File: src/hw/fcc_params.svh
// Constants for the CAN fault confinement block.
// Assumes inclusion by fcc_core only.
// Notes on behaviour
// - While transmitting, a monitored bit differing from the driven bit is a bit error.
// - Dominant over driven recessive is no bit error in passive flag, arbitration, ack.
// - Six equal consecutive bits in a stuffed field give a stuff error.
// - Wrong level on a fixed bit is a form error; receiver last EOF excepted.
// - Nonzero CRC remainder over a received frame gives a CRC error.
// - Transmitter seeing no dominant ack slot flags an acknowledgment error.
// - After enable or wake-up, wait for 11 recessive bits before going active.
// - Warning behaves as active; both counters below 96 returns to active.
// - Either counter above 127 makes passive; the causing error still gets active flag.
// - A passive node signals errors with recessive flags only.
// - Passive returns to active once both counters are below 128.
// - Transmit counter above 255 means bus off with drivers disabled.
// - Bus off ends after 128 groups of 11 recessive bits; counters cleared.
// - Both 8-bit counters sit in one 16-bit readable register.
// - Receive counter bit 7 set means passive and no further increment.
// - Receiver adds 8 for bit error in active flag or dominant after flag.
// - Add 8 at 14th dominant after active flag, 8th after passive, each 8 more.
// - Other errors add 1 to receive counter or 8 to transmit counter.
// - Transmitter adds 8 for a bit error while sending an active flag.
// - Each good reception or transmission decrements its counter, floor zero.
// - Arbitration stuff bit read back dominant does not raise the transmit counter.
// - Passive ack error with no dominant during passive flag does not raise it.
// - Error flags go out at once; data frames wait three intermission bits.
`ifndef FCC_PARAMS_SVH
`define FCC_PARAMS_SVH
`define FCC_OFF_ECNT   12'h000
`define FCC_OFF_CTRL   12'h004
`define FCC_OFF_STAT   12'h008
`define FCC_CTRL_EN    0
`define FCC_SYNC_BITS  4'd11
`define FCC_BOFF_GRPS  8'd128
`define FCC_STUFF_RUN  3'd5
`define FCC_WARN_LIM   9'd96
`define FCC_PASS_LIM   9'd127
`define FCC_BOFF_LIM   9'd255
`define FCC_INC_BIG    9'd8
`define FCC_INC_ONE    9'd1
`define FCC_DOM_ACT    4'd14
`define FCC_DOM_PAS    4'd8
`define FCC_DOM_STEP   4'd8
`define FCC_IFS_BITS   2'd3
`define FCC_CRC_POLY   15'h4599
`define FCC_DOM        1'b0
`define FCC_REC        1'b1
`endif

File: src/hw/fcc_pkg.sv
// Types shared by the fault confinement block and its bench.
// Assumes the frame engine supplies a per-bit context.
package fcc_pkg;
   typedef enum logic [4:0] {
      FCC_SYNC    = 5'b00001,
      FCC_ACTIVE  = 5'b00010,
      FCC_WARN    = 5'b00100,
      FCC_PASSIVE = 5'b01000,
      FCC_BUSOFF  = 5'b10000
   } fcc_state_t;
   typedef struct packed {
      logic tx_active;
      logic in_stuffed;
      logic in_arb;
      logic stuff_bit;
      logic ack_slot;
      logic fixed_bit;
      logic fixed_level;
      logic eof_last;
      logic sof;
      logic crc_data;
      logic crc_check;
      logic err_flag;
      logic flag_tail;
      logic ovl_tail;
      logic rx_ok;
      logic tx_ok;
      logic frame_end;
   } fcc_ctx_t;
   typedef struct packed {
      logic bit_err;
      logic stuff_err;
      logic form_err;
      logic crc_err;
      logic ack_err;
   } fcc_err_t;
endpackage

File: src/hw/fcc_core.sv
// Error detection and fault confinement of a CAN controller.
// Assumes a frame engine giving bit_tick_i at each sample point and a bit context.
//
// Design decisions made here: the APB slave port and the register offsets.
`timescale 1ns/1ps
`include "fcc_params.svh"
module fcc_core #(
   parameter int AW = 12
) (
   input  wire logic            mclk_i,
   input  wire logic            rst_i,
   input  wire logic            psel_i,
   input  wire logic            penable_i,
   input  wire logic            pwrite_i,
   input  wire logic [AW-1:0]   paddr_i,
   input  wire logic [31:0]     pwdata_i,
   input  wire logic [3:0]      pstrb_i,
   output logic      [31:0]     prdata_o,
   output logic                 pready_o,
   output logic                 pslverr_o,
   input  wire logic            bit_tick_i,
   input  wire logic            rx_bit_i,
   input  wire logic            tx_bit_i,
   input  wire fcc_pkg::fcc_ctx_t ctx_i,
   input  wire logic            wake_i,
   output fcc_pkg::fcc_err_t    err_o,
   output fcc_pkg::fcc_state_t  state_o,
   output logic                 drv_en_o,
   output logic                 flag_dom_o,
   output logic                 data_tx_ok_o,
   output logic [15:0]          ecnt_o
);
   import fcc_pkg::*;

   fcc_state_t state_q, state_d;
   fcc_err_t   err_d, err_q;
   logic [8:0] tec_q, tec_d;
   logic [7:0] rec_q, rec_d;
   logic       en_q, en_dly_q;
   logic [3:0] rcv_run_q;
   logic [7:0] grp_q;
   logic [2:0] run_q;
   logic       last_q;
   logic [14:0] crc_q;
   logic [3:0] dom_q;
   logic       dom_first_q;
   logic       flag_act_q;
   logic       ack_pend_q;
   logic [1:0] ifs_q;
   logic       restart;
   logic       tec_inc8, rec_inc8, rec_inc1, rec_dec, tec_dec;
   logic       any_err, crc_fb, dom_hit, part;
   logic       tx_acc, rd_acc;

   assign part    = (state_q != FCC_SYNC) && (state_q != FCC_BUSOFF);
   assign restart = (en_q && !en_dly_q) || wake_i;

   // Error detection per sampled bit
   always_comb begin
      err_d = '0;
      if (bit_tick_i && part) begin
         err_d.bit_err = ctx_i.tx_active && (rx_bit_i != tx_bit_i) &&
            !(tx_bit_i == `FCC_REC && rx_bit_i == `FCC_DOM &&
              ((ctx_i.err_flag && !flag_act_q) || ctx_i.in_arb ||
               ctx_i.ack_slot));
         err_d.stuff_err = ctx_i.in_stuffed && (run_q == `FCC_STUFF_RUN) &&
            (rx_bit_i == last_q);
         err_d.form_err = ctx_i.fixed_bit && (rx_bit_i != ctx_i.fixed_level) &&
            !(ctx_i.eof_last && !ctx_i.tx_active);
         err_d.crc_err = ctx_i.crc_check && !ctx_i.tx_active && (crc_q != '0);
         err_d.ack_err = ctx_i.tx_active && ctx_i.ack_slot &&
            (rx_bit_i == `FCC_REC);
      end
   end
   assign any_err = |err_d;

   always_ff @(posedge mclk_i) begin
      if (rst_i) begin
         err_q <= '0;
      end else begin
         err_q <= err_d;
      end
   end

   // Run length of equal levels for stuff check
   always_ff @(posedge mclk_i) begin
      if (rst_i) begin
         run_q  <= '0;
         last_q <= `FCC_REC;
      end else if (bit_tick_i) begin
         last_q <= rx_bit_i;
         if (!ctx_i.in_stuffed || rx_bit_i != last_q) begin
            run_q <= 3'd1;
         end else if (run_q != `FCC_STUFF_RUN) begin
            run_q <= run_q + 3'd1;
         end
      end
   end

   assign crc_fb = rx_bit_i ^ crc_q[14];
   always_ff @(posedge mclk_i) begin
      if (rst_i) begin
         crc_q <= '0;
      end else if (bit_tick_i && ctx_i.sof) begin
         crc_q <= '0;
      end else if (bit_tick_i && ctx_i.crc_data && !ctx_i.stuff_bit) begin
         crc_q <= {crc_q[13:0], 1'b0} ^ (crc_fb ? `FCC_CRC_POLY : 15'h0000);
      end
   end

   // flag kind chosen from state before update
   always_ff @(posedge mclk_i) begin
      if (rst_i) begin
         flag_act_q <= 1'b1;
      end else if (any_err) begin
         flag_act_q <= (state_q == FCC_ACTIVE) || (state_q == FCC_WARN);
      end
   end

   always_ff @(posedge mclk_i) begin
      if (rst_i) begin
         dom_q       <= '0;
         dom_first_q <= 1'b0;
      end else if (bit_tick_i) begin
         if (!(ctx_i.flag_tail || ctx_i.ovl_tail)) begin
            dom_q       <= '0;
            dom_first_q <= 1'b1;
         end else begin
            dom_first_q <= 1'b0;
            if (rx_bit_i == `FCC_REC) begin
               dom_q <= '0;
            end else if (dom_hit) begin
               dom_q <= (flag_act_q || ctx_i.ovl_tail) ?
                        (`FCC_DOM_ACT - `FCC_DOM_STEP) : '0;
            end else begin
               dom_q <= dom_q + 4'd1;
            end
         end
      end
   end
   assign dom_hit = bit_tick_i && (ctx_i.flag_tail || ctx_i.ovl_tail) &&
      (rx_bit_i == `FCC_DOM) &&
      (((flag_act_q || ctx_i.ovl_tail) && dom_q == `FCC_DOM_ACT - 4'd1) ||
       (!flag_act_q && !ctx_i.ovl_tail && dom_q == `FCC_DOM_PAS - 4'd1));

   // passive ack error waits for a dominant bit in the flag
   always_ff @(posedge mclk_i) begin
      if (rst_i) begin
         ack_pend_q <= 1'b0;
      end else if (err_d.ack_err && state_q == FCC_PASSIVE) begin
         ack_pend_q <= 1'b1;
      end else if (bit_tick_i && !ctx_i.err_flag) begin
         ack_pend_q <= 1'b0;
      end else if (bit_tick_i && rx_bit_i == `FCC_DOM) begin
         ack_pend_q <= 1'b0;
      end
   end

   // Counter events
   always_comb begin
      tx_acc  = ctx_i.tx_active;
      rd_acc  = bit_tick_i && ctx_i.err_flag && flag_act_q &&
                (rx_bit_i != tx_bit_i);
      // transmitter bit error in active flag
      tec_inc8 = tx_acc && rd_acc;
      // receiver bit error in active flag
      rec_inc8 = !tx_acc && rd_acc;
      if (!tx_acc && bit_tick_i && ctx_i.flag_tail && dom_first_q &&
          rx_bit_i == `FCC_DOM) begin
         rec_inc8 = 1'b1;
      end
      if (dom_hit) begin
         tec_inc8 = tec_inc8 | tx_acc;
         rec_inc8 = rec_inc8 | !tx_acc;
      end
      // dominant seen in passive flag, count it now
      if (ack_pend_q && bit_tick_i && ctx_i.err_flag && rx_bit_i == `FCC_DOM) begin
         tec_inc8 = 1'b1;
      end
      rec_inc1 = !tx_acc && (err_d.stuff_err || err_d.form_err ||
                 err_d.crc_err || err_d.bit_err);
      if (tx_acc && (err_d.stuff_err || err_d.form_err || err_d.bit_err ||
          (err_d.ack_err && state_q != FCC_PASSIVE))) begin
         if (!(err_d.stuff_err && ctx_i.in_arb && ctx_i.stuff_bit &&
               tx_bit_i == `FCC_REC && rx_bit_i == `FCC_DOM)) begin
            tec_inc8 = 1'b1;
         end
      end
      rec_dec = bit_tick_i && ctx_i.rx_ok;
      tec_dec = bit_tick_i && ctx_i.tx_ok;
   end

   // Next counter values
   always_comb begin
      tec_d = tec_q;
      rec_d = rec_q;
      if (tec_inc8) begin
         tec_d = tec_q + `FCC_INC_BIG;
      end else if (tec_dec && tec_q != '0) begin
         tec_d = tec_q - `FCC_INC_ONE;
      end
      // receive counter stops rising once bit 7 is set
      if (!rec_q[7] && (rec_inc8 || rec_inc1)) begin
         rec_d = rec_q + 8'(rec_inc8 ? `FCC_INC_BIG : `FCC_INC_ONE);
      end else if (rec_dec && rec_q != '0) begin
         rec_d = rec_q - 8'd1;
      end
   end

   // Counter registers
   always_ff @(posedge mclk_i) begin
      if (rst_i) begin
         tec_q <= '0;
         rec_q <= '0;
      end else if (state_q == FCC_BUSOFF) begin
         // counters zero on leaving bus off
         if (grp_q == `FCC_BOFF_GRPS) begin
            tec_q <= '0;
            rec_q <= '0;
         end
      end else if (part) begin
         tec_q <= tec_d;
         rec_q <= rec_d;
      end
   end

   // Recessive run counting for sync and recovery
   always_ff @(posedge mclk_i) begin
      if (rst_i || restart) begin
         rcv_run_q <= '0;
         grp_q     <= '0;
      end else if (state_q == FCC_SYNC || state_q == FCC_BUSOFF) begin
         if (bit_tick_i) begin
            if (rx_bit_i == `FCC_DOM) begin
               rcv_run_q <= '0;
            end else if (rcv_run_q == `FCC_SYNC_BITS - 4'd1) begin
               rcv_run_q <= '0;
               grp_q     <= grp_q + 8'd1;
            end else begin
               rcv_run_q <= rcv_run_q + 4'd1;
            end
         end
      end else begin
         rcv_run_q <= '0;
         grp_q     <= '0;
      end
   end

   // Node state
   always_comb begin
      state_d = state_q;
      case (state_q)
         FCC_SYNC: begin
            if (grp_q != '0) begin
               state_d = FCC_ACTIVE;
            end
         end
         FCC_ACTIVE, FCC_WARN, FCC_PASSIVE: begin
            if (tec_d > `FCC_BOFF_LIM) begin
               state_d = FCC_BUSOFF;
            end else if (tec_d > `FCC_PASS_LIM || {1'b0, rec_d} > `FCC_PASS_LIM) begin
               state_d = FCC_PASSIVE;
            end else if (tec_d >= `FCC_WARN_LIM || {1'b0, rec_d} >= `FCC_WARN_LIM) begin
               state_d = FCC_WARN;
            end else begin
               state_d = FCC_ACTIVE;
            end
         end
         FCC_BUSOFF: begin
            if (grp_q == `FCC_BOFF_GRPS) begin
               state_d = FCC_ACTIVE;
            end
         end
         default: state_d = FCC_SYNC;
      endcase
   end

   always_ff @(posedge mclk_i) begin
      if (rst_i) begin
         state_q <= FCC_SYNC;
      end else if (restart || !en_q) begin
         state_q <= FCC_SYNC;
      end else begin
         state_q <= state_d;
      end
   end

   always_ff @(posedge mclk_i) begin
      if (rst_i) begin
         ifs_q <= '0;
      end else if (bit_tick_i) begin
         if (ctx_i.frame_end || any_err) begin
            ifs_q <= '0;
         end else if (rx_bit_i == `FCC_REC && ifs_q != `FCC_IFS_BITS) begin
            ifs_q <= ifs_q + 2'd1;
         end
      end
   end

   // Registered block outputs
   always_ff @(posedge mclk_i) begin
      if (rst_i) begin
         state_o      <= FCC_SYNC;
         drv_en_o     <= 1'b0;
         flag_dom_o   <= 1'b1;
         data_tx_ok_o <= 1'b0;
         ecnt_o       <= '0;
         err_o        <= '0;
      end else begin
         state_o      <= state_q;
         drv_en_o     <= part;
         flag_dom_o   <= flag_act_q;
         data_tx_ok_o <= part && (ifs_q == `FCC_IFS_BITS);
         ecnt_o       <= {tec_q[7:0], rec_q};
         err_o        <= err_q;
      end
   end

   // Control register, enable bit steers synchronisation
   always_ff @(posedge mclk_i) begin
      if (rst_i) begin
         en_q     <= 1'b0;
         en_dly_q <= 1'b0;
      end else begin
         en_dly_q <= en_q;
         if (psel_i && penable_i && pready_o && pwrite_i &&
             paddr_i == `FCC_OFF_CTRL && pstrb_i[0]) begin
            en_q <= pwdata_i[`FCC_CTRL_EN];
         end
      end
   end

   // APB slave, one wait state so every answer comes from a flop
   always_ff @(posedge mclk_i) begin
      if (rst_i) begin
         pready_o  <= 1'b0;
         pslverr_o <= 1'b0;
         prdata_o  <= '0;
      end else if (psel_i && penable_i && !pready_o) begin
         pready_o  <= 1'b1;
         pslverr_o <= 1'b0;
         prdata_o  <= '0;
         case (paddr_i)
            `FCC_OFF_ECNT: begin
               prdata_o[15:0] <= {tec_q[7:0], rec_q};
               pslverr_o      <= pwrite_i;
            end
            `FCC_OFF_CTRL: prdata_o[`FCC_CTRL_EN] <= en_q;
            `FCC_OFF_STAT: begin
               prdata_o[4:0] <= state_q;
               prdata_o[8]   <= tec_q[8];
               pslverr_o     <= pwrite_i;
            end
            default: pslverr_o <= 1'b1;
         endcase
      end else begin
         pready_o  <= 1'b0;
         pslverr_o <= 1'b0;
      end
   end
endmodule

File: config.mk
export PLATFORM = sky130hd
export DESIGN_NAME = fcc_core
export DESIGN_NICKNAME = d
export VERILOG_FILES = /design/src/hw/fcc_pkg.sv /design/src/hw/fcc_core.sv
export VERILOG_INCLUDE_DIRS = /design/src /design/src/hw
export SDC_FILE = /design/constraint.sdc
export NUM_CORES = 1
export LEC_CHECK = 0
export ABC_AREA = 1
export BUFFER_PORTS_ARGS = -buffer_cell sky130_fd_sc_hd__buf_4
export CORE_MARGIN = 10
export CORE_UTILIZATION = 25
export DETAILED_ROUTE_END_ITERATION = 10
export GPL_TIMING_DRIVEN = 0
export SLEW_MARGIN = 10
export SYNTH_ARGS = -nofsm -noshare
export SYNTH_HDL_FRONTEND = slang
export SYNTH_SLANG_ARGS = --single-unit
File: constraint.sdc
create_clock -name mclk_i -period 7.63 [get_ports mclk_i]
set_input_delay 0.763 -clock mclk_i [delete_from_list [all_inputs] [get_ports mclk_i]]
set_output_delay 0.763 -clock mclk_i [all_outputs]
set_load 0.05 [all_outputs]
After elaboration in Yosys (flattened, before gate mapping):

Index checks and enable logic that the tools add are counted.

* register bits: 116
* output and inout port bits: 63
* word-level logic and storage cells: 238

* $lt $le $gt $ge: 5
* $add $sub $neg: 9
* bitwise operators: 7
* reduce and logical (&&, ||, !) cells: 114
* muxes and demuxes: 46
* eq/ne operators: 24

Operators by type and width (number)
* $logic_and A1 B1 Y1: 61
* $mux W9: 5
* $mux W8: 5
* $mux W4: 7
* $logic_or A1 B1 Y1: 20
* $mux W5: 4
* $reduce_bool A8 Y1: 2
* $mux W15: 1
* $mux W3: 5
* $pmux W5 S3: 1
* $reduce_bool A15 Y1: 1
* $xor A15 B15 Y15: 1
* $eq A12 B3 Y1 const B: 1
* $eq A12 B4 Y1 const B: 1
* $logic_not A1 Y1: 12
* $logic_not A12 Y1: 1
* $mux W1: 11
* $reduce_or A2 Y1: 5
* $add A9 B4 Y9 const B: 1
* $ge A9 B7 Y1 const B: 1
* $gt A9 B7 Y1 const B: 1
* $gt A9 B8 Y1 const B: 1
* $reduce_bool A9 Y1: 1
* $sub A9 B1 Y9 const B: 1
* other kinds (40): 55

Logic depth before layout (Yosys ltp):

Gate-level depths: netlist of run 1.

* depth in word-level cells: 21
* depth in mapped cells: 22
* mapped depth without buffers: 22

Worst setup path before layout of run 1:

Ideal clock, no wire load.

* path type: input to register
* from: in rx_bit_i
* to: reg state_q[2]
* setup slack: 4.831 ns
* stages: 20
* path buffers: 0
* required time: 7.519 ns
* arrival: 2.688 ns
* library setup time: 0.111 ns
* cells stage by stage: inv_2 ha_1 inv_1 nand4_1 nand2_2 nor2_2 nor2_1 ha_1 nand2_1 nor2_1 nand2_1 o21ai_0 xor2_1 inv_1 o21ai_1 inv_1 nand2_1 nor2_1 nand4_1 inv_1

* word-level cells in the longest chain between the ends: 17

Ends and longest elaborated chain
* start, declared: RTL line fcc_core.sv:22 `input wire logic rx_bit_i,`
* parallel branches: the longest is 15 deep, another holds $add A8 B4 Y8
* $mux W5 *: RTL line fcc_core.sv:259 `` if (tec_d > `FCC_BOFF_LIM) begin ``
* $pmux W5 S3 *: RTL line fcc_core.sv:252 `case (state_q)`
* end signal, assigned: RTL line fcc_core.sv:284 `state_q <= state_d;`
* end, declared: RTL line fcc_core.sv:35 `fcc_state_t state_q, state_d;`

Every way passes the cells marked *.
A chain may end at the register's enable or synchronous reset.

Final worst setup path of run 1:

Same ends and word-level chain as after synthesis.

==> flow_summary_export.csv, run 1 <==
group,metric,value,unit
synthesis,netlist_instances,779,
layout,area_growth,28.24,%
clocking,clk_latency,0.41,ns
detailed_routing,drtAntennaViolNets,0,
global_routing,grt_use_total,11.17,%
synthesis,synth_seq_cells,116,
setup_path,end_kind,"flip-flop",
sta,setup_viol,0,
setup_path,reg2regPathDepth,22,
flow_run,maxCapViolations,0,
clocking,cts_buffers,17,
clocking,cts_root_buffer,"clkbuf_16",
layout,antenna-diode-count,0,
sta,fin_skew,0.009807,ns
sta,period_share,39.25,%
synthesis,synth-edff-count,0,
global_routing,grt-ovfl-total,0,
synthesis,synth.avg_cell_area,7.377,um2
clocking,cts_tree,"yes",
die,rows,55,
power,clkPwrFrac,50.4,%
detailed_routing,avgRoutedWirePerCell,13.59,um
clocking,holdBufCountCts,0,
setup_path,worstSetupPathType,"in2reg",
clocking,htree_levels,4,
synthesis,synth_cell_types,51,
die,dieArea,29450,um2
sta,fmax,0.3339,GHz
setup_path,r2r_slack,4.67,ns
layout,mostFrequentLayoutCell,"nand2_1",
clocking,postCtsSetupRepairBufs,0,
layout,layout_common_cells,"nand2_1, dfxtp_1, nor2_1",
power,p_seq_share,40.8,%
synthesis,synth_top_flop_cell,"dfxtp_1",
detailed_routing,drtIter0Drc,262,
sta,hold_viol_final,0,
setup_path,worstSetupStartpoint,"rx_bit_i",
die,start_util,25.38,%
place,gp_congestion,0.8551,
synthesis,ys_warn_count,0,
detailed_routing,routed_via_density,4.292,
die,dieHeight,171.6,um
global_routing,grt_first_pass_wirelength,25720,um
layout,seq_area,2322,um2
setup_path,critPathCapture,"state_q[2]$_SDFFE_PP0P_",
global_routing,grt_max_degree,17,
power,total_power,1.531,mW
layout,finalNetCount,990,
sta,grt_setup_unrepaired,"false",
min_path,hold_class,"reg2reg",
die,core,22640,um2
detailed_routing,finalWirelength,16250,um
global_routing,antenna_found_initial,0,
clocking,cts_resized,0,
setup_path,cp-start-kind,"primary input",
die,die_w,171.6,um
power,internal-power,1.157,mW
place,dp_hpwl,12480,um
power,p_sw,0.3745,mW
clocking,clock_path_buffers,2,
place,place_inst,1164,
synthesis,ys_async_sr_fraction,0,%
setup_path,cp.arrival,3.31,ns
setup_path,r2r_start,"dom_q[1]$_SDFFE_PP0P_",
outcome,status,"finished, final reports clean",
detailed_routing,drtPass1Iterations,6,
clocking,cts.sinks,116,
setup_path,worstPathRequired,7.94,ns
layout,stdcell_count,1196,
synthesis,synth_area,5747,um2
setup_path,path_max_fanout,5,
synthesis,seq_area_frac_synth,40.41,%
sta,report.final.slew_viol_count,0,
layout,multiInputGateArea,2882,um2
layout,post_route_cells_drive_above_1_share,19.10,%
power,irDropWorstVdd,0.1259,mV
sta,tightest_slew,0.7612,ns
clocking,clk_pin_slew_worst_paths,0.05,ns
detailed_routing,drc,0,
power,p_per_area,207.8,nW/um2
sta,relSlewSlack,49.08,%
setup_path,regToRegEndpoint,"state_q[2]$_SDFFE_PP0P_",
power,power_leakage,3.350,nW
global_routing,grt_pass1_vias,4939,
detailed_routing,vias,5133,
place,port_buffers,85,
die,io_pins,137,
sta,finalSetupTns,0,ns
power,swShare,24.46,%
power,combPwrFrac,8.8,%
sta,period_minus_slack,2.995,ns
layout,num-fill-cells,2405,
## flip-flops by register name, indices dropped and copies added (netlist names), 8 cells and up
signal / count
crc_q: 15
ecnt_o: 16
grp_q: 8
prdata_o: 16
rec_q: 8
tec_q: 9
## how the worst min path moves through the flow
stage / from / endpoint / slack [ns] / cells past startpoint
2_1_floorplan: err_q[0]$_SDFF_PP0_ / err_o[0]$_SDFF_PP0_ / 0.39 / 2
3_3_place_gp: err_q[3]$_SDFF_PP0_ / err_o[3]$_SDFF_PP0_ / 0.40 / 2
3_5_place_dp: err_q[3]$_SDFF_PP0_ / err_o[3]$_SDFF_PP0_ / 0.40 / 2
4_1_cts: err_q[3]$_SDFF_PP0_ / err_o[3]$_SDFF_PP0_ / 0.40 / 2
5_1_grt: err_q[3]$_SDFF_PP0_ / err_o[3]$_SDFF_PP0_ / 0.41 / 2
6_report: err_q[3]$_SDFF_PP0_ / err_o[3]$_SDFF_PP0_ / 0.40 / 2
## metal layers
metal | GRT usage, % | vias to the layer above | wire length [um] | part of all wire (%)
met5 | 0 | - | 0 | 0
met4 | 3.251 | 0 | 153 | 0.94
met3 | 4.103 | 10 | 1180 | 7.3
met2 | 16.85 | 109 | 7231 | 44
met1 | 14.53 | 2285 | 7685 | 47
li1 | - | 2729 | - | -
## kinds of logic after synthesis
kind of cell	Yosys count	synth area share, %
other	1	0.06525
flip-flops	116	40.41
buffers and inverters	139	10.43
adder cells (fa/ha/maj)	18	3.919
XOR/XNOR	32	4.877
AND/OR/NAND/NOR	333	26.32
AO/OA/AOI/OAI	140	13.98
## synthesized netlist by cell type (all sizes together), types with 2 or more instances
| cell | count | area share (%) |
|---|---|---|
| clkbuf | 15 | 1.0 |
| inv | 99 | 6.5 |
| xor2 | 29 | 4.4 |
| nor2 | 120 | 8.4 |
| xnor2 | 3 | 0.46 |
| nand3 | 32 | 3.1 |
| nand4 | 13 | 1.4 |
| a32o | 2 | 0.35 |
| o221ai | 6 | 0.91 |
| buf | 22 | 2.7 |
| o211ai | 9 | 1.2 |
| nor3b | 3 | 0.59 |
| o21ai | 70 | 6.2 |
| nor4 | 2 | 0.22 |
| o2111ai | 2 | 0.30 |
| dfxtp | 116 | 40 |
| clkinv | 3 | 0.22 |
| nand2 | 141 | 9.9 |
| a21oi | 43 | 4.1 |
| a31oi | 3 | 0.33 |
| nor3 | 16 | 2.0 |
| ha | 18 | 3.9 |
| nor2b | 2 | 0.22 |
## power groups by stage
stage / sequential [mW] / combinational, mW / clock, mW
2_1_floorplan: 0.655 / 0.0714 / 0
6_report: 0.624 / 0.135 / 0.771
3_3_place_gp: 0.637 / 0.135 / 0
5_1_grt: 0.625 / 0.148 / 0.815
4_1_cts: 0.624 / 0.136 / 0.787
3_5_place_dp: 0.637 / 0.135 / 0
## area by class of cell
| cell class | count | area share [%] |
|---|---|---|
| Clock inverter | 9 | 1.409 |
| Clock buffer | 23 | 6.350 |
| Sequential cell | 116 | 31.51 |
| Timing Repair Buffer | 85 | 8.659 |
| Multi-Input combinational cell | 539 | 39.10 |
| Tap cell | 285 | 4.839 |
| Inverter | 102 | 5.212 |
| Buffer | 37 | 2.920 |
## through the flow
step | setup WS (ns) | utilization (%) | hold slack, ns | instance area, um2
after floorplan | 4.831 | - | 0.3883 | 5803
after global placement | 4.232 | 30.02 | 0.3963 | 6798
after detailed placement | 4.246 | 30.02 | 0.3955 | 6798
after CTS | 4.658 | 32.55 | 0.4032 | 7370
after global routing | 4.354 | 32.55 | 0.4123 | 7370
final | 4.635 | 32.55 | 0.4016 | 7370
## worst max-delay path, stage by stage
cell     delay, ns
buf_4         0.14
inv_2         0.08
ha_1          0.27
inv_1         0.05
nand4_1       0.08
nand2_2       0.09
nor2_2        0.17
nor2_1        0.10
inv_1         0.09
ha_1          0.20
nand2_1       0.08
nor2_1        0.20
nand2_1       0.08
o21ai_0       0.10
xor2_1        0.17
inv_1         0.05
o21ai_1       0.20
inv_1         0.10
nand2_1       0.10
nor2_1        0.05
nand4_1       0.10
inv_1         0.04
No activity file was read; power rests on OpenSTA's default activity.
==> run 2, diff against run 1 <==
--- a/config.mk
+++ b/config.mk
@@ -6,7 +6,7 @@
 export SDC_FILE = /design/constraint.sdc
 export NUM_CORES = 1
 export LEC_CHECK = 0
-export ABC_AREA = 1
+export ABC_AREA = 0
 export BUFFER_PORTS_ARGS = -buffer_cell sky130_fd_sc_hd__buf_4
 export CORE_MARGIN = 10
 export CORE_UTILIZATION = 25
==> constraint.sdc (replaced) <==
create_clock -name mclk_i -period 2.51 [get_ports mclk_i]
set_input_delay 0.251 -clock mclk_i [delete_from_list [all_inputs] [get_ports mclk_i]]
set_output_delay 0.251 -clock mclk_i [all_outputs]
set_load 0.05 [all_outputs]
==> run 2 against run 1 <==
Effect of this change:
- the run now ends with setup timing left
- clock-buffer cell count is 5 lower
- clock skew is 0.0045 ns higher
- clock power rose to 2.9 times the previous value
- critical path type is now reg2reg
- critical endpoint is now state_q[1]$_SDFFE_PP0P_
- largest cell class unchanged
- highest routed layer unchanged
==> flow_summary_export.csv, run 2 <==
group,metric,value,unit
outcome,status,"finished, violations left",
outcome,violations,"setup timing",
layout,seq_area,2338,um2
setup_path,slowest_delay,0.37,ns
synthesis,synth.most_common_cell,"dfxtp_1",
flow_run,maxCapViolations,0,
synthesis,ys_warn_count,0,
setup_path,path_max_fanout,3,
detailed_routing,finalWirelength,15590,um
synthesis,yosys.area_share.xor_xnor,3.883,%
min_path,hold_class,"in2reg",
global_routing,grt_first_pass_wirelength,24500,um
synthesis,synthTopCellsByArea,"dfxtp_1, nor2_1, ha_1, nand2_1, a21oi_1",
clocking,cts_tree,"yes",
detailed_routing,drtAntennaViolNets,0,
detailed_routing,drtPass1Iterations,5,
place,place_ws,-0.6262,ns
layout,finalNetCount,858,
synthesis,netlist_instances,632,
die,core,21150,um2
sta,whs,0.07445,ns
clocking,clk_latency,0.42,ns
die,start_util,25.59,%
global_routing,grt-ovfl-total,0,
die,dieArea,27940,um2
setup_path,cp.arrival,3.07,ns
synthesis,synth-edff-count,0,
global_routing,grt_use_total,10.73,%
sta,fin_skew,0.01435,ns
clocking,clock_path_buffers,2,
detailed_routing,drtIter0Drc,236,
min_path,min_path_cells,3,
sta,grt_setup_unrepaired,"true",
sta,setup_ws,-0.2460,ns
layout,antenna-diode-count,0,
synthesis,synth.avg_cell_area,8.564,um2
layout,num-fill-cells,2152,
synthesis,seq_area_frac_synth,42.90,%
synthesis,synth_compound_area_share,16.11,%
place,place_inst,1008,
setup_path,worstPathRequired,2.83,ns
setup_path,worstSetupPathType,"reg2reg",
layout,post_route_cells_drive_above_1_share,27.34,%
setup_path,cp-start-kind,"flip-flop",
power,total_power,4.465,mW
sta,tightest_slew,0.7124,ns
synthesis,synth_top_area_share,42.90,%
die,dieHeight,167.1,um
clocking,holdBufCountCts,0,
sta,report.final.slew_viol_count,0,
setup_path,crit_chain,"inv_2 -> ha_4 -> and3_4 -> a22o_1 -> a31o_4 -> a21oi_4 -> nor2_4 -> ha_4 -> a41oi_2 -> nor2_1 -> mux2i_1 -> xnor2_1 -> a32oi_2 -> a21o_1",
setup_path,crit_path_frequent_cell,"ha_4",
layout,stdcell_count,1054,
setup_path,cp_slowest_cell,"dfxtp_4",
sta,hold_viol_final,0,
sta,period_share,109.8,%
sta,finalSetupTns,-0.8331,ns
detailed_routing,avgRoutedWirePerCell,14.79,um
detailed_routing,routed_via_density,4.579,
power,irDropWorstVdd,0.3018,mV
detailed_routing,drc,0,
place,dp_hpwl,11420,um
sta,setup_viol,9,
die,die_w,167.1,um
detailed_routing,vias,4826,
clocking,htree_levels,4,
synthesis,synth_cell_types,62,
global_routing,grt_pass1_vias,4722,
synthesis,synth_top_family_by_area,"simple AND/OR/NAND/NOR gates",
clocking,clk_pin_slew_worst_paths,0.06,ns
layout,layout_common_cells,"buf_4, dfxtp_1, nor2_1",
clocking,cts_buffers,17,
setup_path,reg2regPathDepth,14,
die,rows,53,
synthesis,ys_async_sr_fraction,0,%
synthesis,yosysTopAreaCell,"dfxtp_1",
synthesis,synth_commonest_cells,"dfxtp_1, nor2_1, nand2_1, a21oi_1, o21ai_0",
clocking,cts_root_buffer,"clkbuf_16",
layout,area_growth,37.49,%
layout,reg_top3,"ecnt_o: 16 flops, prdata_o: 16 flops, crc_q: 15 flops",
sta,fmax,0.3628,GHz
global_routing,antenna_found_initial,0,
die,io_pins,137,
power,p_per_area,600.0,nW/um2
synthesis,synth-simple-area-share,23.88,%
global_routing,grt_max_degree,17,
place,gp_congestion,0.8820,
synthesis,synth_top_flop_cell,"dfxtp_1",
sta,period_minus_slack,2.756,ns
synthesis,synth_fa_ha_area_share,4.161,%
place,port_buffers,85,
layout,mostFrequentLayoutCell,"buf_4",
sta,relSlewSlack,52.17,%
synthesis,synth_seq_cells,116,
synthesis,synth_area,5413,um2
synthesis,synth_mux_area_share,2.843,%
layout,multiInputGateArea,3067,um2
setup_path,end_kind,"flip-flop",
clocking,cts.sinks,116,
power,power_leakage,2.925,nW
==> run 2: changes by cell type after synthesis, moves of 19 or more <==
cell     before  now
nand2_1     130   52
inv_1        94   23
o21ai_0      64   26
nor2_1      112   79
nor2b_1       2   25
xor2_1       29    8
a22oi_1       1   20
==> run 2: cell type report <==
type,instances,area share (%)
clock inverters,14,1.782
plain buffers,44,3.413
repair buffers,102,10.57
inverters,24,1.210
flip-flops and latches,116,31.42
multi-input cells,461,41.21
well taps,275,4.623
clock buffers,18,5.767
==> run 2: repair_timing <==
item                                    4_1_cts  5_1_grt
pin swaps                                    11       18
hold endpoints to repair                      0        0
setup buffers                                12        4
resized for setup                            28       35
gates cloned                                  0        1
endpoints found under the setup margin       18       21
==> run 2: cells by family after synthesis <==
family / count (synthesis)
XOR/XNOR: 24
AND/OR/NAND/NOR: 260
adder cells (fa/ha/maj): 18
flip-flops: 116
multiplexers: 15
AO/OA/AOI/OAI: 128
other: 1
buffers and inverters: 70
==> run 2: path summary, 6_finish.rpt <==
kind                              to  slack [ns]                  start
max          state_q[1]$_SDFFE_PP0P_       -0.25  dom_q[1]$_SDFFE_PP0P_
min                en_q$_SDFFE_PP0P_        0.07            pwdata_i[0]
max reg2reg  state_q[1]$_SDFFE_PP0P_       -0.25  dom_q[1]$_SDFFE_PP0P_
min reg2reg      err_o[3]$_SDFF_PP0_        0.44    err_q[3]$_SDFF_PP0_
==> run 2: critical path, delay by kind of cell (launching register included) <==
kind,cells,cell delay (ns)
mux,1,0.09
simple gates,3,0.37
xor+xnor,1,0.31
compound gates,6,1.02
buf+inv,1,0.04
flops,1,0.37
fa+ha+maj,2,0.46
==> run 2: stage by stage <==
| step | instance area [um2] | util (%) |
|---|---|---|
| 6_report | 7442 | 35.18 |
| 5_1_grt | 7442 | 35.18 |
| 4_1_cts | 7291 | 34.47 |
| 3_5_place_dp | 6511 | 30.78 |
| 3_3_place_gp | 6497 | 30.72 |
| 2_1_floorplan | 5515 | - |
==> run 2: routing by layer <==
metal | wire, um | global-route usage [%]
met1 | 6826 | 12.37
met2 | 8053 | 18.91
met3 | 488 | 2.317
met4 | 218 | 4.164
met5 | 0 | 0
==> run 2: power breakdown <==
| part | switching, mW | total, mW | internal [mW] |
|---|---|---|---|
| Clock | 0.910 | 2.27 | 1.36 |
| Combinational | 0.206 | 0.330 | 0.124 |
| Sequential | 0.00970 | 1.86 | 1.85 |
| Total | 1.13 | 4.46 | 3.34 |
==> run 3, diff against run 2 <==
--- a/config.mk
+++ b/config.mk
@@ -12,6 +12,7 @@
 export CORE_UTILIZATION = 25
 export DETAILED_ROUTE_END_ITERATION = 10
 export GPL_TIMING_DRIVEN = 0
+export PLACE_DENSITY = 0.46
 export SLEW_MARGIN = 10
 export SYNTH_ARGS = -nofsm -noshare
 export SYNTH_HDL_FRONTEND = slang
==> run 3 against run 2 <==
Effect of this change:
- the run still ends with setup timing left
- combinational power decreased by 3%
- first-iteration DRC count increased by 5.1%
- sequential power about the same
- core utilization decreased by 0.18 points
- clock-buffer cell count decreased by 1
- critical path type unchanged
- non-clock buffer count decreased by 1
- sequential share of layout area increased by 0.13 points
- flip-flop and latch count unchanged
==> flow_summary_export.csv, run 3 (synthesis gave the netlist of run 2 again) <==
group,metric,value,unit
setup_path,crit_buf_inv,1,
detailed_routing,routed_via_density,4.561,
detailed_routing,drtPass1Iterations,4,
layout,finalNetCount,857,
global_routing,grt_pass1_vias,4854,
sta,setup_viol,11,
layout,area_growth,36.78,%
sta,report.final.slew_viol_count,0,
clocking,clk_pin_slew_worst_paths,0.06,ns
layout,mostFrequentLayoutCell,"buf_4",
setup_path,cp_slowest_cell,"dfxtp_4",
setup_path,worstSetupPathType,"reg2reg",
setup_path,worstPathRequired,2.87,ns
sta,relSlewSlack,49.26,%
sta,tightest_slew,0.7556,ns
sta,finalSetupTns,-1.235,ns
place,place_ws,-0.6027,ns
die,start_util,25.59,%
clocking,holdBufCountCts,0,
place,dp_hpwl,11980,um
sta,fin_skew,0.007841,ns
global_routing,grt_use_total,11.41,%
setup_path,r2r_start,"dom_q[1]$_SDFFE_PP0P_",
layout,stdcell_count,1053,
global_routing,grt_max_degree,17,
power,p_per_area,627.8,nW/um2
power,power_leakage,2.921,nW
power,swShare,25.68,%
die,dieArea,27940,um2
power,internal-power,3.454,mW
detailed_routing,drtIter0Drc,248,
power,combPwrFrac,6.9,%
sta,setup_ws,-0.2881,ns
sta,hold_viol_final,0,
clocking,clock_path_buffers,2,
outcome,violations,"setup timing",
detailed_routing,drtAntennaViolNets,0,
min_path,min_path_cells,3,
detailed_routing,avgRoutedWirePerCell,15.51,um
clocking,cts.sinks,116,
setup_path,reg2regPathDepth,13,
power,p_seq_share,40.0,%
die,core,21150,um2
clocking,clk_latency,0.42,ns
min_path,holdPathEnd,"en_q$_SDFFE_PP0P_",
setup_path,regToRegEndpoint,"state_q[1]$_SDFFE_PP0P_",
power,p_sw,1.193,mW
flow_run,maxCapViolations,0,
setup_path,cp-start-kind,"flip-flop",
die,die_w,167.1,um
setup_path,slowest_delay,0.37,ns
place,place_inst,1008,
die,io_pins,137,
min_path,hp-start,"pwdata_i[0]",
outcome,status,"finished, violations left",
sta,period_share,111.5,%
place,port_buffers,85,
detailed_routing,finalWirelength,16340,um
detailed_routing,vias,4803,
sta,grt_setup_unrepaired,"true",
power,total_power,4.647,mW
clocking,cts_root_buffer,"clkbuf_16",
global_routing,grt_first_pass_wirelength,26110,um
setup_path,path_max_fanout,4,
min_path,hold_class,"in2reg",
setup_path,end_kind,"flip-flop",
layout,fin_util,35.00,%
power,irDropWorstVdd,0.5487,mV
layout,post_route_cells_drive_above_1_share,26.86,%
setup_path,crit_chain,"inv_2 -> ha_4 -> and3_4 -> a22o_1 -> a31o_2 -> a21oi_4 -> nor2_4 -> ha_4 -> a41o_1 -> and3_4 -> or3_4 -> a32oi_2 -> a21o_1",
sta,period_minus_slack,2.798,ns
layout,reg_top3,"ecnt_o: 16 flops, prdata_o: 16 flops, crc_q: 15 flops",
die,dieHeight,167.1,um
layout,layout_common_cells,"buf_4, dfxtp_1, nor2_1",
global_routing,antenna_found_initial,0,
die,rows,53,
sta,fmax,0.3574,GHz
clocking,cts_tree,"yes",
clocking,htree_levels,4,
setup_path,cp_top_family,"compound AO/OA/AOI/OAI gates",
clocking,cts_buffers,17,
layout,antenna-diode-count,0,
place,gp_congestion,0.7872,
setup_path,r2r_slack,-0.29,ns
detailed_routing,drc,0,
power,clkPwrFrac,53.1,%
setup_path,cp.arrival,3.16,ns
global_routing,grt-ovfl-total,0,
-- run 3: changes by cell type in the layout (fill, tap and decap cells not counted), sizes merged --
cell	change
bufinv	+1
clkinv	-1
buf	-1
clkinvlp	-4
clkbuf	-1
inv	+5
-- run 3: worst max-delay path by stage --
stage / from / end / cells past startpoint
global placement: rx_bit_i / state_q[1]$_SDFFE_PP0P_ / 13
floorplan: dom_q[0]$_SDFFE_PP0P_ / state_q[1]$_SDFFE_PP0P_ / 12
CTS: dom_q[1]$_SDFFE_PP0P_ / state_q[1]$_SDFFE_PP0P_ / 13
finish: dom_q[1]$_SDFFE_PP0P_ / state_q[1]$_SDFFE_PP0P_ / 13
detailed placement: rx_bit_i / state_q[1]$_SDFFE_PP0P_ / 13
global route: dom_q[0]$_SDFFE_PP0P_ / state_q[1]$_SDFFE_PP0P_ / 13
-- run 3: cell type report --
type,count,area [um2]
inverter,24,90.09
fill,2246,13750
clock inverter,15,168.9
timing repair buffer,101,758.2
multi-input combinational,461,3034
buffer,44,246.5
sequential,116,2336
clock buffer,17,425.4
tap,275,344.1
-- run 3: power by group through the flow --
| stage | Clock [mW] | Sequential, mW | Combinational (mW) |
|---|---|---|---|
| after floorplan | 0 | 1.90 | 0.198 |
| after global placement | 0 | 1.90 | 0.310 |
| after detailed placement | 0 | 1.90 | 0.310 |
| after CTS | 2.52 | 1.86 | 0.320 |
| after global routing | 2.59 | 1.86 | 0.351 |
| final | 2.47 | 1.86 | 0.321 |
-- run 3: worst reg2reg max path: cells and delay by family (launching register included) --
family | cells | cell delay (ns)
adder cells (fa/ha/maj) | 2 | 0.40
AO/OA/AOI/OAI | 6 | 1.18
AND/OR/NAND/NOR | 4 | 0.75
flip-flops | 1 | 0.37
buffers and inverters | 1 | 0.05
-- run 3: repair_timing --
action / 4_1_cts / 5_1_grt
setup buffers: 12 / 3
setup endpoints to repair: 21 / 21
gates cloned: 0 / 0
pin swaps: 12 / 8
gates resized for setup: 31 / 13
-- run 3: per-layer routing --
metal / vias up / GRT usage, % / routed length, um
met1: 2217 / 14.46 / 7677
met3: 18 / 3.113 / 870
met2: 119 / 18.24 / 7544
met4: 0 / 3.936 / 244
met5: - / 0 / 0
li1: 2449 / - / -
-- run 3: stage by stage --
stage                     instance area [um2]  hold WS (ns)
final                                    7403       0.08282
after global routing                     7403       0.08981
after CTS                                7326       0.07052
after detailed placement                 6511        0.4256
after global placement                   6497        0.4307
after floorplan                          5515        0.3982
